File: config.mk
export PLATFORM = sky130hd
export DESIGN_NAME = crpr_regs
export DESIGN_NICKNAME = d
export VERILOG_FILES = /design/src/hw/crpr_route.v /design/src/hw/crpr_regs.v
export VERILOG_INCLUDE_DIRS = /design/src /design/src/hw
export SDC_FILE = /design/constraint.sdc
export NUM_CORES = 1
export LEC_CHECK = 0
export ABC_AREA = 0
export BUFFER_PORTS_ARGS = -buffer_cell sky130_fd_sc_hd__buf_4
export CAP_MARGIN = 30
export CELL_PAD_IN_SITES_DETAIL_PLACEMENT = 1
export CELL_PAD_IN_SITES_GLOBAL_PLACEMENT = 1
export CORE_ASPECT_RATIO = 1.75
export CORE_MARGIN = 2
export CORE_UTILIZATION = 35
export DETAILED_ROUTE_END_ITERATION = 10
export GPL_ROUTABILITY_DRIVEN = 1
export PLACE_DENSITY_LB_ADDON = 0.1
export SETUP_SLACK_MARGIN = 0.2
export SLEW_MARGIN = 20
export SYNTH_ARGS = -nofsm -noshare
export SYNTH_HDL_FRONTEND = slang
export SYNTH_SLANG_ARGS = --single-unit
File: constraint.sdc
create_clock -name i_clk -period 1.4 [get_ports i_clk]
set_input_delay 0.07 -clock i_clk [delete_from_list [all_inputs] [get_ports i_clk]]
set_output_delay 0.07 -clock i_clk [all_outputs]
set_load 0.005 [all_outputs]
File: src/hw/crpr_defs.vh
// constants for the channel remap and shutdown priority register bank
// assumes one 200 MHz device clock and byte-wide register commands
`ifndef CRPR_DEFS_VH
`define CRPR_DEFS_VH

// ----------------------------------------------------------------
// command codes
// ----------------------------------------------------------------
`define CRPR_CMD_REMAP      8'h26
`define CRPR_CMD_PRIO12     8'h27
`define CRPR_CMD_PRIO34     8'h28

// ----------------------------------------------------------------
// reset values
// ----------------------------------------------------------------
`define CRPR_REMAP_RST      8'he4
`define CRPR_PRIO_RST       8'h00

// ----------------------------------------------------------------
// field layout
// ----------------------------------------------------------------
`define CRPR_CODE_W         2
`define CRPR_LEVEL_W        3
`define CRPR_LO_LEVEL_LSB   0
`define CRPR_HI_LEVEL_LSB   4
`define CRPR_UNUSED_LO_BIT  3
`define CRPR_UNUSED_HI_BIT  7

// ----------------------------------------------------------------
// remap codes, one per physical channel
// ----------------------------------------------------------------
`define CRPR_PHYS_CH1       2'h0
`define CRPR_PHYS_CH2       2'h1
`define CRPR_PHYS_CH3       2'h2
`define CRPR_PHYS_CH4       2'h3

`endif

File: src/hw/crpr_route.v
// routes per-logical-channel requests to physical channels by remap code
// assumes the remap field holds four distinct 2-bit codes
`timescale 1ns/1ps
`include "crpr_defs.vh"

module crpr_route
#(
    parameter NCH = 4
)
(
    input  wire [2*NCH-1:0] i_remap,    // packed remap codes, logical 1 in low bits
    input  wire [NCH-1:0]   i_log_req,  // request per logical channel
    output wire [NCH-1:0]   o_phys_req  // request per physical channel
);

    // ----------------------------------------------------------------
    // one or-tree per physical channel
    // ----------------------------------------------------------------
    genvar p;
    generate
        for (p = 0; p < NCH; p = p + 1)
        begin : g_phys
            // a genvar cannot be part-selected, so its code is taken from a copy
            localparam [31:0] PIDX = p;
            reg hit;
            integer l;
            always @*
            begin
                hit = 1'b0;
                for (l = 0; l < NCH; l = l + 1)
                begin
                    // code 00 is physical 1 up to code 11 for physical 4
                    if (i_log_req[l] &&
                        (i_remap[2*l +: `CRPR_CODE_W] == PIDX[`CRPR_CODE_W-1:0]))
                    begin
                        hit = 1'b1;
                    end
                end
            end
            assign o_phys_req[p] = hit;
        end
    endgenerate

endmodule

File: src/hw/crpr_regs.v
// remap and shutdown priority registers of one four-channel group
// assumes commands arrive decoded from the management bus, one per cycle,
// and that channel off flags come from the channel state machines
`timescale 1ns/1ps
`include "crpr_defs.vh"

// Summary of operation
// - remap codes 00..11 select physical channels 1..4
// - top bit pair maps logical 4, each lower pair the next lower one
// - remap writes with a repeated code are dropped; mapping kept
// - reset pin leaves the remap register untouched
// - command 27h: channel 2 level in bits 6:4, channel 1 in 2:0, reset 0
// - command 28h: channel 4 level in bits 6:4, channel 3 in 2:0, reset 0
// - remap accepted only while all four channels are off
// - remap default e4h maps each logical channel to itself
// - shutdown code turns off channels whose level is at least the code
module crpr_regs
#(
    parameter NCH = 4
)
(
    input  wire       i_clk,         // device clock, 200 MHz
    input  wire       i_nrst,        // reset pin, async, active low
    input  wire       i_npor,        // power-on reset, async, active low
    input  wire       i_reset_cmd,   // reset command pulse, restores remap
    input  wire       i_cmd_valid,   // register command strobe
    input  wire       i_cmd_write,   // 1 write, 0 read
    input  wire [7:0] i_cmd_code,    // command code
    input  wire [7:0] i_cmd_wdata,   // write data byte
    output reg  [7:0] o_rd_data,     // read data byte
    output reg        o_rd_valid,    // read answer pulse
    output reg        o_cmd_hit,     // last command matched a register
    input  wire [3:0] i_chan_off,    // channel in off mode, per channel
    input  wire       i_multilevel_priority_enable, // three-bit priority on
    input  wire       i_fast_shutdown_valid,        // shutdown code pulse
    input  wire [2:0] i_fast_shutdown_serial_input, // received shutdown code
    output reg  [3:0] o_shutdown_phys, // turn-off pulse per physical channel
    output reg  [3:0] o_shutdown_log,  // turn-off pulse per logical channel
    output wire [7:0] o_remap,         // current remap register
    output wire [7:0] o_prio12,        // current priority 1/2 register
    output wire [7:0] o_prio34         // current priority 3/4 register
);

    // ----------------------------------------------------------------
    // register state
    // ----------------------------------------------------------------
    reg  [7:0]     remap_q;
    reg  [7:0]     remap_d;
    reg  [7:0]     prio12_q;
    reg  [7:0]     prio34_q;
    wire           nrst_all;
    wire           wr_remap;
    wire           wr_prio12;
    wire           wr_prio34;
    wire           all_off;
    wire           codes_unique;
    wire [NCH-1:0] log_req;
    wire [NCH-1:0] phys_req;
    wire [2:0]     level [0:NCH-1];

    // pin reset and power-on both clear the priority bytes
    assign nrst_all = i_nrst & i_npor;

    assign wr_remap  = i_cmd_valid & i_cmd_write & (i_cmd_code == `CRPR_CMD_REMAP);
    assign wr_prio12 = i_cmd_valid & i_cmd_write & (i_cmd_code == `CRPR_CMD_PRIO12);
    assign wr_prio34 = i_cmd_valid & i_cmd_write & (i_cmd_code == `CRPR_CMD_PRIO34);

    // ----------------------------------------------------------------
    // remap validation
    // ----------------------------------------------------------------
    // every pair compared; a single repeat drops the whole byte
    function uniq4;
        input [7:0] v;
        begin
            uniq4 = (v[1:0] != v[3:2]) && (v[1:0] != v[5:4]) &&
                    (v[1:0] != v[7:6]) && (v[3:2] != v[5:4]) &&
                    (v[3:2] != v[7:6]) && (v[5:4] != v[7:6]);
        end
    endfunction

    assign codes_unique = uniq4(i_cmd_wdata);
    assign all_off      = &i_chan_off;

    always @*
    begin
        remap_d = remap_q;
        if (i_reset_cmd)
        begin
            remap_d = `CRPR_REMAP_RST;
        end
        else if (wr_remap && all_off && codes_unique)
        begin
            remap_d = i_cmd_wdata;
        end
    end

    // ----------------------------------------------------------------
    // remap register
    // ----------------------------------------------------------------
    // only power-on and the reset command clear it; the reset pin must keep host changes
    always @(posedge i_clk or negedge i_npor)
    begin
        if (!i_npor)
        begin
            remap_q <= `CRPR_REMAP_RST;
        end
        else
        begin
            remap_q <= remap_d;
        end
    end

    // ----------------------------------------------------------------
    // priority registers
    // ----------------------------------------------------------------
    // unused bits 7 and 3 are stored as written and read back, but no level field uses them
    always @(posedge i_clk or negedge nrst_all)
    begin
        if (!nrst_all)
        begin
            prio12_q <= `CRPR_PRIO_RST;
            prio34_q <= `CRPR_PRIO_RST;
        end
        else
        begin
            if (wr_prio12)
            begin
                prio12_q <= i_cmd_wdata;
            end
            if (wr_prio34)
            begin
                prio34_q <= i_cmd_wdata;
            end
        end
    end

    assign level[0] = prio12_q[`CRPR_LO_LEVEL_LSB +: `CRPR_LEVEL_W];
    assign level[1] = prio12_q[`CRPR_HI_LEVEL_LSB +: `CRPR_LEVEL_W];
    assign level[2] = prio34_q[`CRPR_LO_LEVEL_LSB +: `CRPR_LEVEL_W];
    assign level[3] = prio34_q[`CRPR_HI_LEVEL_LSB +: `CRPR_LEVEL_W];

    // ----------------------------------------------------------------
    // read path
    // ----------------------------------------------------------------
    // unknown codes answer zero with hit low, so the bus side can nack
    always @(posedge i_clk or negedge nrst_all)
    begin
        if (!nrst_all)
        begin
            o_rd_data  <= 8'h00;
            o_rd_valid <= 1'b0;
            o_cmd_hit  <= 1'b0;
        end
        else
        begin
            o_rd_valid <= i_cmd_valid & ~i_cmd_write;
            if (i_cmd_valid)
            begin
                o_cmd_hit <= (i_cmd_code == `CRPR_CMD_REMAP) ||
                             (i_cmd_code == `CRPR_CMD_PRIO12) ||
                             (i_cmd_code == `CRPR_CMD_PRIO34);
            end
            if (i_cmd_valid && !i_cmd_write)
            begin
                case (i_cmd_code)
                    `CRPR_CMD_REMAP:  o_rd_data <= remap_q;
                    `CRPR_CMD_PRIO12: o_rd_data <= prio12_q;
                    `CRPR_CMD_PRIO34: o_rd_data <= prio34_q;
                    default:          o_rd_data <= 8'h00;
                endcase
            end
        end
    end

    // ----------------------------------------------------------------
    // fast shutdown by priority
    // ----------------------------------------------------------------
    genvar c;
    generate
        for (c = 0; c < NCH; c = c + 1)
        begin : g_cmp
            assign log_req[c] = i_multilevel_priority_enable & i_fast_shutdown_valid &
                                (level[c] >= i_fast_shutdown_serial_input);
        end
    endgenerate

    crpr_route
    #(
        .NCH        (NCH)
    )
    u_route
    (
        .i_remap    (remap_q),
        .i_log_req  (log_req),
        .o_phys_req (phys_req)
    );

    // pulses only; the channel logic keeps any running cool-down timer
    always @(posedge i_clk or negedge nrst_all)
    begin
        if (!nrst_all)
        begin
            o_shutdown_phys <= 4'h0;
            o_shutdown_log  <= 4'h0;
        end
        else
        begin
            o_shutdown_phys <= phys_req;
            o_shutdown_log  <= log_req;
        end
    end

    assign o_remap  = remap_q;
    assign o_prio12 = prio12_q;
    assign o_prio34 = prio34_q;

endmodule

==> results.sh, run 1 <==
export IMPL_grt_pass1_vias=2383
export IMPL_fillers=788
export IMPL_grt_overflow_total=0
export IMPL_run_status="finished, violations left"
export IMPL_crit_type="reg2reg"
export IMPL_routed_wirelength_um=7870
export IMPL_grt_total_usage_pct=21.7
export IMPL_initial_core_util_pct=35.8
export IMPL_ys_seq_area_share_pct=43.4
export IMPL_required_arrival_time_at_the_worst_endpoint_ps=1560
export IMPL_hold_path_class="in2reg"
export IMPL_final_max_slew_viol_count=0
export IMPL_start_kind="flip-flop"
export IMPL_cts_buffers_inserted=5
export IMPL_cts_sinks=42
export IMPL_grt_antenna_before_repair=0
export IMPL_synth_nets=278
export IMPL_vias=2221
export IMPL_post_place_cells=406
export IMPL_detailedPlacementHpwl_um=5900
export IMPL_final_net_count=384
export IMPL_power_density_nw_per_um2=833
export IMPL_synth_avg_cell_area_um2=10.4
export IMPL_grt_start_max_net_pins=35
export IMPL_drt_first_pass_iters=4
export IMPL_fp_row_count=40
export IMPL_post_route_cell_area_um2=3700
export IMPL_grt_setup_unrepaired="true"
export IMPL_fin_crit_ps=1640
export IMPL_violations_in_the_final_reports="setup timing"
export IMPL_startpoint="o_prio34[4]$_DFFE_PN0P_"
export IMPL_drt_iter0_markers=77
export IMPL_yosys_area_top_type="sky130_fd_sc_hd__dfrtp_1"
export IMPL_fin_util_pct=54.3
export IMPL_worst_setup_skew_after_layout_ps=10.0
export IMPL_netlist_instances=235
export IMPL_postSynthRegisterBits=42
export IMPL_placement_cell_area_um2=3270
export IMPL_avgViaCountPerCell=5.21
export IMPL_tritoncts="yes"
export IMPL_hold_worst_slack_ps=17.2
export IMPL_io_buffers=72
export IMPL_cts_max_path_buffers=2
export IMPL_core_region_area_um2=6810
export IMPL_fin_ws_ps=-240
export IMPL_grt_first_pass_wirelength_um=12300
export IMPL_timing_hold_violations_final=0
export IMPL_fin_crit_sh_pct=117
export IMPL_design_die_area_um2=7660
export IMPL_clockRootBuffer="sky130_fd_sc_hd__clkbuf_16"
export IMPL_maxCapViolCount=0
export IMPL_drive_gt1_share_pct=49.1
export IMPL_chipHeight_um=114
export IMPL_vdd_ir_drop_worst_mv=0.611
export IMPL_power_static_leakage_nw=1.76
export IMPL_drc=0
export IMPL_clk_transition_reported_paths_ps=60
export IMPL_synth_cell_type_count=39
export IMPL_htreeDepth=2
export IMPL_num_antenna_cells=0
export IMPL_setup_tns_final_ps=-1170
export IMPL_clk_latency_ps=290
export IMPL_maxSlewHeadroom_pct=70.5
export IMPL_yosys_area_top_type_share_pct=39.1
export IMPL_ys_flop_type="sky130_fd_sc_hd__dfrtp_1"
export IMPL_timing_rr_start="o_prio34[4]$_DFFE_PN0P_"
export IMPL_path_cells="inv_2, ha_4, nand2b_4, a21o_1, a21o_1, a32oi_1, o211ai_1"
export IMPL_total_number_of_yosys_warnings=0
export IMPL_crit_path_end_kind="flip-flop"
export IMPL_top_level_ports=73
export IMPL_gp_congestion=0.803
export IMPL_instances_no_fill=426
export IMPL_maximum_frequency_from_static_timing_analysis_ghz=0.610
export IMPL_synth_area_leaders="sky130_fd_sc_hd__dfrtp_1 (39%), sky130_fd_sc_hd__ha_1 (6.2%), sky130_fd_sc_hd__dfstp_2 (4.3%), sky130_fd_sc_hd__o21ai_0 (4.3%), sky130_fd_sc_hd__a22oi_1 (4.0%)"
export IMPL_synth_edff_count=0
export IMPL_min_delay_start="i_cmd_valid"
export IMPL_critical_path_max_stage_delay_ps=390
export IMPL_critical_path_arrival_ps=1800
export IMPL_crit_path_frequent_cell="sky130_fd_sc_hd__a21o_1"
export IMPL_routed_wire_length_per_instance_um=18.5
export IMPL_antenna_violating_nets_post_route=0
export IMPL_syn_to_final_growth_pct=51.9
export IMPL_worst_slew_pin_slew_ps=443
export IMPL_largest_fanout_on_the_critical_path=5
export IMPL_fp_dieW_um=67.0
export IMPL_async_flop_share_pct=100
export IMPL_timing_final_setup_violations=8
export IMPL_netlist_area_pre_place_um2=2430
export IMPL_crit_path_top_delay_cell="sky130_fd_sc_hd__dfrtp_1"
-- report_power, final --
group          internal, W  switching, W
Sequential         0.00124     0.0000129
Combinational     0.000248      0.000240
Clock             0.000890      0.000451
Total              0.00238      0.000704
-- cell families after synthesis --
kind of cell             count (synthesis)  synth area share [%]
adder cells (fa/ha/maj)                 12                  6.17
AND/OR/NAND/NOR                         70                  17.8
buffers and inverters                   26                  5.19
flip-flops                              42                  43.4
AO/OA/AOI/OAI                           60                  16.2
XOR/XNOR                                12                  4.32
multiplexers                            13                  6.89
-- registers in the layout, indices dropped and copies added (netlist names) --
| name | cells |
|---|---|
| o_rd_data | 8 |
| o_shutdown_phys | 4 |
| o_remap | 8 |
| o_cmd_hit | 1 |
| o_prio34 | 8 |
| o_shutdown_log | 4 |
| o_prio12 | 8 |
| o_rd_valid | 1 |
-- layout by cell type, fill, tap and decap left out, types with 6 or more instances in the layout --
cell / synthesis / final
sky130_fd_sc_hd__buf_4: 2 / 108
sky130_fd_sc_hd__dfrtp_1: 38 / 38
sky130_fd_sc_hd__o21ai_0: 21 / 15
sky130_fd_sc_hd__nand2_1: 13 / 12
sky130_fd_sc_hd__mux2_4: 6 / 12
sky130_fd_sc_hd__nand4_1: 11 / 11
sky130_fd_sc_hd__a22oi_1: 13 / 11
sky130_fd_sc_hd__xnor2_1: 8 / 8
sky130_fd_sc_hd__ha_1: 12 / 8
sky130_fd_sc_hd__inv_1: 10 / 6
sky130_fd_sc_hd__a21o_1: 8 / 6
sky130_fd_sc_hd__nand3_1: 7 / 6
sky130_fd_sc_hd__o21ai_1: 0 / 6
-- routing by layer --
layer	GRT usage, %	part of all wire (%)
met2	39.1	59
met5	0	0
met1	25.5	37
met3	3.34	3.4
met4	6.80	1.1
-- layout make-up --
cell class,count,area [µm²],area share [%]
Sequential cell,42,1060,28.6
Multi-Input combinational cell,167,1440,38.8
Clock buffer,7,143,3.86
Tap cell,84,105,2.84
Timing Repair Buffer,114,887,24.0
Clock inverter,1,30.0,0.812
Inverter,11,41.3,1.12
-- worst max-delay path, delay by kind of cell, from the launching register on --
| family | cells | cell delay, ps |
|---|---|---|
| AND/OR/NAND/NOR | 1 | 130 |
| flip-flops | 1 | 390 |
| AO/OA/AOI/OAI | 4 | 700 |
| adder cells (fa/ha/maj) | 1 | 190 |
| buffers and inverters | 1 | 80 |
-- synth_stat cells, types with 5 or more instances --
| cell type | number |
|---|---|
| sky130_fd_sc_hd__nand3_1 | 7 |
| sky130_fd_sc_hd__xnor2_1 | 8 |
| sky130_fd_sc_hd__dfrtp_1 | 38 |
| sky130_fd_sc_hd__a22oi_1 | 13 |
| sky130_fd_sc_hd__buf_2 | 9 |
| sky130_fd_sc_hd__ha_1 | 12 |
| sky130_fd_sc_hd__a21oi_1 | 7 |
| sky130_fd_sc_hd__inv_1 | 10 |
| sky130_fd_sc_hd__nand4b_1 | 5 |
| sky130_fd_sc_hd__o21ai_0 | 21 |
| sky130_fd_sc_hd__nand2b_1 | 7 |
| sky130_fd_sc_hd__mux2_4 | 6 |
| sky130_fd_sc_hd__and2_1 | 8 |
| sky130_fd_sc_hd__nand2_1 | 13 |
| sky130_fd_sc_hd__nand4_1 | 11 |
| sky130_fd_sc_hd__a21o_1 | 8 |
| sky130_fd_sc_hd__nor2b_1 | 6 |
-- stage by stage --
stage               power (W)  worst slack (ps)
finish                0.00308              -240
global route          0.00321              -298
CTS                   0.00307              -222
detailed placement    0.00169              -228
global placement      0.00168              -171
floorplan             0.00149              -131
-- worst paths after layout --
path                                                 to  slack [ps]  cells after the start
max in group asynchronous       o_prio34[7]$_DFFE_PN0P_         500                      4
min in group asynchronous        o_remap[3]$_DFFE_PN0P_         150                      2
hold reg to reg                o_rd_data[1]$_DFFE_PN0P_         480                      2
setup reg to reg           o_shutdown_phys[0]$_DFF_PN0_        -240                      7
setup / recovery           o_shutdown_phys[0]$_DFF_PN0_        -240                      7
hold / removal                    o_cmd_hit$_DFFE_PN0P_          20                      2
-- repair_timing --
item,CTS,global route
setup buffers,3,6
hold endpoints to repair,46,0
pin swaps,8,19
hold buffers,3,0
gates resized for setup,11,24
endpoints found under the setup margin,11,26
Note: power is estimated with default switching activity, not from simulation.
==> inputs of run 2 (changes only) <==
--- a/config.mk
+++ b/config.mk
@@ -16,6 +16,7 @@
 export CORE_UTILIZATION = 35
 export DETAILED_ROUTE_END_ITERATION = 10
 export GPL_ROUTABILITY_DRIVEN = 1
+export HOLD_SLACK_MARGIN = 0.08
 export PLACE_DENSITY_LB_ADDON = 0.1
 export SETUP_SLACK_MARGIN = 0.2
 export SLEW_MARGIN = 20
==> run 2 against run 1 <==
Compared with the run above: the flow still finishes with violations (setup timing); core utilization rose by 0.44 points; clock skew barely moved; register-to-register slack barely moved; flip-flop and latch count did not move; hold slack improved by 62 ps; power barely moved; critical path depth did not move; critical path type unchanged.
==> results.sh, run 2 (synthesized netlist as in run 1, its figures left out) <==
export IMPL_post_route_cell_area_um2=3730
export IMPL_routed_wire_length_per_instance_um=18.3
export IMPL_final_net_count=387
export IMPL_power_density_nw_per_um2=827
export IMPL_grt_setup_unrepaired="true"
export IMPL_clk_latency_ps=290
export IMPL_fp_dieW_um=67.0
export IMPL_drive_gt1_share_pct=48.7
export IMPL_detailedPlacementHpwl_um=5900
export IMPL_ff2ff_path_depth=7
export IMPL_maximum_frequency_from_static_timing_analysis_ghz=0.610
export IMPL_antenna_violating_nets_post_route=0
export IMPL_routed_wirelength_um=7860
export IMPL_hold_worst_slack_ps=79.4
export IMPL_final_cell_mix="sky130_fd_sc_hd__buf_4 (108), sky130_fd_sc_hd__dfrtp_1 (38), sky130_fd_sc_hd__o21ai_0 (15)"
export IMPL_fin_crit_sh_pct=117
export IMPL_vias=2226
export IMPL_power_static_leakage_nw=1.78
export IMPL_holdPathEnd="o_prio34[0]$_DFFE_PN0P_"
export IMPL_fin_crit_ps=1640
export IMPL_grt_pass1_vias=2395
export IMPL_io_buffers=72
export IMPL_largest_fanout_on_the_critical_path=5
export IMPL_clockRootBuffer="sky130_fd_sc_hd__clkbuf_16"
export IMPL_avgViaCountPerCell=5.19
export IMPL_start_kind="flip-flop"
export IMPL_rr_endpoint="o_shutdown_phys[0]$_DFF_PN0_"
export IMPL_cts_max_path_buffers=2
export IMPL_cts_sinks=42
export IMPL_drt_iter0_markers=89
export IMPL_syn_to_final_growth_pct=53.2
export IMPL_fin_util_pct=54.8
export IMPL_post_place_cells=406
export IMPL_grt_first_pass_wirelength_um=12400
export IMPL_design_die_area_um2=7660
export IMPL_final_max_slew_viol_count=0
export IMPL_critical_path_arrival_ps=1800
export IMPL_top_level_ports=73
export IMPL_initial_core_util_pct=35.8
export IMPL_mostFrequentLayoutCell="sky130_fd_sc_hd__buf_4"
export IMPL_htreeDepth=2
export IMPL_worst_setup_skew_after_layout_ps=10.4
export IMPL_grt_start_max_net_pins=35
export IMPL_grt_antenna_before_repair=0
export IMPL_tritoncts="yes"
export IMPL_crit_path_end_kind="flip-flop"
export IMPL_gp_congestion=0.803
export IMPL_violations_in_the_final_reports="setup timing"
export IMPL_fin_ws_ps=-240
export IMPL_crit_type="reg2reg"
export IMPL_reg2reg_setup_slack_ps=-240
export IMPL_clk_transition_reported_paths_ps=60
export IMPL_timing_final_setup_violations=8
export IMPL_drt_first_pass_iters=4
export IMPL_grt_total_usage_pct=21.8
export IMPL_placement_cell_area_um2=3270
export IMPL_core_region_area_um2=6810
export IMPL_worst_slew_pin_slew_ps=445
export IMPL_grt_overflow_total=0
export IMPL_fp_row_count=40
export IMPL_timing_hold_violations_final=0
export IMPL_cts_buffers_inserted=5
export IMPL_instances_no_fill=429
export IMPL_worst_hold_path_num_cells=3
export IMPL_required_arrival_time_at_the_worst_endpoint_ps=1560
export IMPL_timing_rr_start="o_prio34[4]$_DFFE_PN0P_"
export IMPL_min_delay_start="i_cmd_wdata[0]"
export IMPL_maxSlewHeadroom_pct=70.3
export IMPL_num_antenna_cells=0
export IMPL_drc=0
export IMPL_run_status="finished, violations left"
export IMPL_vdd_ir_drop_worst_mv=0.622
export IMPL_hold_path_class="in2reg"
export IMPL_chipHeight_um=114
export IMPL_maxCapViolCount=0
export IMPL_setup_tns_final_ps=-1170
## run 2: changes by cell type in the layout (fill, tap and decap cells not counted)
cell,previous run,this run
sky130_fd_sc_hd__dlygate4sd3_1,3,6
## run 2: stage by stage
step	setup slack, ps	total power, W
4_1_cts	-222	0.00308
5_1_grt	-298	0.00321
3_3_place_gp	-171	0.00168
6_report	-240	0.00308
2_1_floorplan	-131	0.00149
3_5_place_dp	-228	0.00169
## run 2: critical path, stage by stage (launching register included)
cell                       delay [ps]
sky130_fd_sc_hd__dfrtp_1          390
sky130_fd_sc_hd__inv_2             80
sky130_fd_sc_hd__ha_4             190
sky130_fd_sc_hd__nand2b_4         130
sky130_fd_sc_hd__a21o_1           140
sky130_fd_sc_hd__a21o_1           220
sky130_fd_sc_hd__a32oi_1          230
sky130_fd_sc_hd__o211ai_1         110
## run 2: final cells by class
class | count | area [µm²]
clock buffers | 7 | 143
clock inverters | 1 | 30.0
fillers | 785 | 3080
inverters | 11 | 41.3
multi-input cells | 167 | 1440
flip-flops and latches | 42 | 1060
well taps | 84 | 105
repair buffers | 117 | 917
## run 2: how the worst max path moves through the flow
stage	from	endpoint	slack, ps	depth (start not counted)
6_report	o_prio34[4]$_DFFE_PN0P_	o_shutdown_phys[0]$_DFF_PN0_	-240	7
4_1_cts	o_prio34[4]$_DFFE_PN0P_	o_shutdown_phys[2]$_DFF_PN0_	-220	7
2_1_floorplan	o_prio34[4]$_DFFE_PN0P_	o_shutdown_phys[2]$_DFF_PN0_	-130	7
3_3_place_gp	o_prio34[4]$_DFFE_PN0P_	o_shutdown_phys[2]$_DFF_PN0_	-170	7
5_1_grt	o_prio34[4]$_DFFE_PN0P_	o_shutdown_phys[0]$_DFF_PN0_	-300	7
3_5_place_dp	o_prio34[4]$_DFFE_PN0P_	o_shutdown_phys[2]$_DFF_PN0_	-230	7
## run 2: repair_timing
action	CTS	global route
setup buffers	3	6
endpoints found under the hold margin	50	0
gates resized for setup	11	24
setup endpoints to repair	11	26
pin swaps	8	19
hold buffers	6	0
## run 2: power breakdown
| part | switching (W) | internal, W |
|---|---|---|
| combinational | 0.000241 | 0.000253 |
| clock | 0.000447 | 0.000890 |
| sequential | 0.0000129 | 0.00124 |
## run 2: per-layer routing
| layer | wire, µm | vias to the layer above | part of all wire [%] | GRT usage [%] |
|---|---|---|---|---|
| met5 | 0 | - | 0 | 0 |
| met4 | 85 | 0 | 1.1 | 6.80 |
| li1 | - | 1065 | - | - |
| met2 | 4550 | 55 | 58 | 39.6 |
| met1 | 2970 | 1099 | 38 | 25.5 |
| met3 | 258 | 7 | 3.3 | 3.34 |
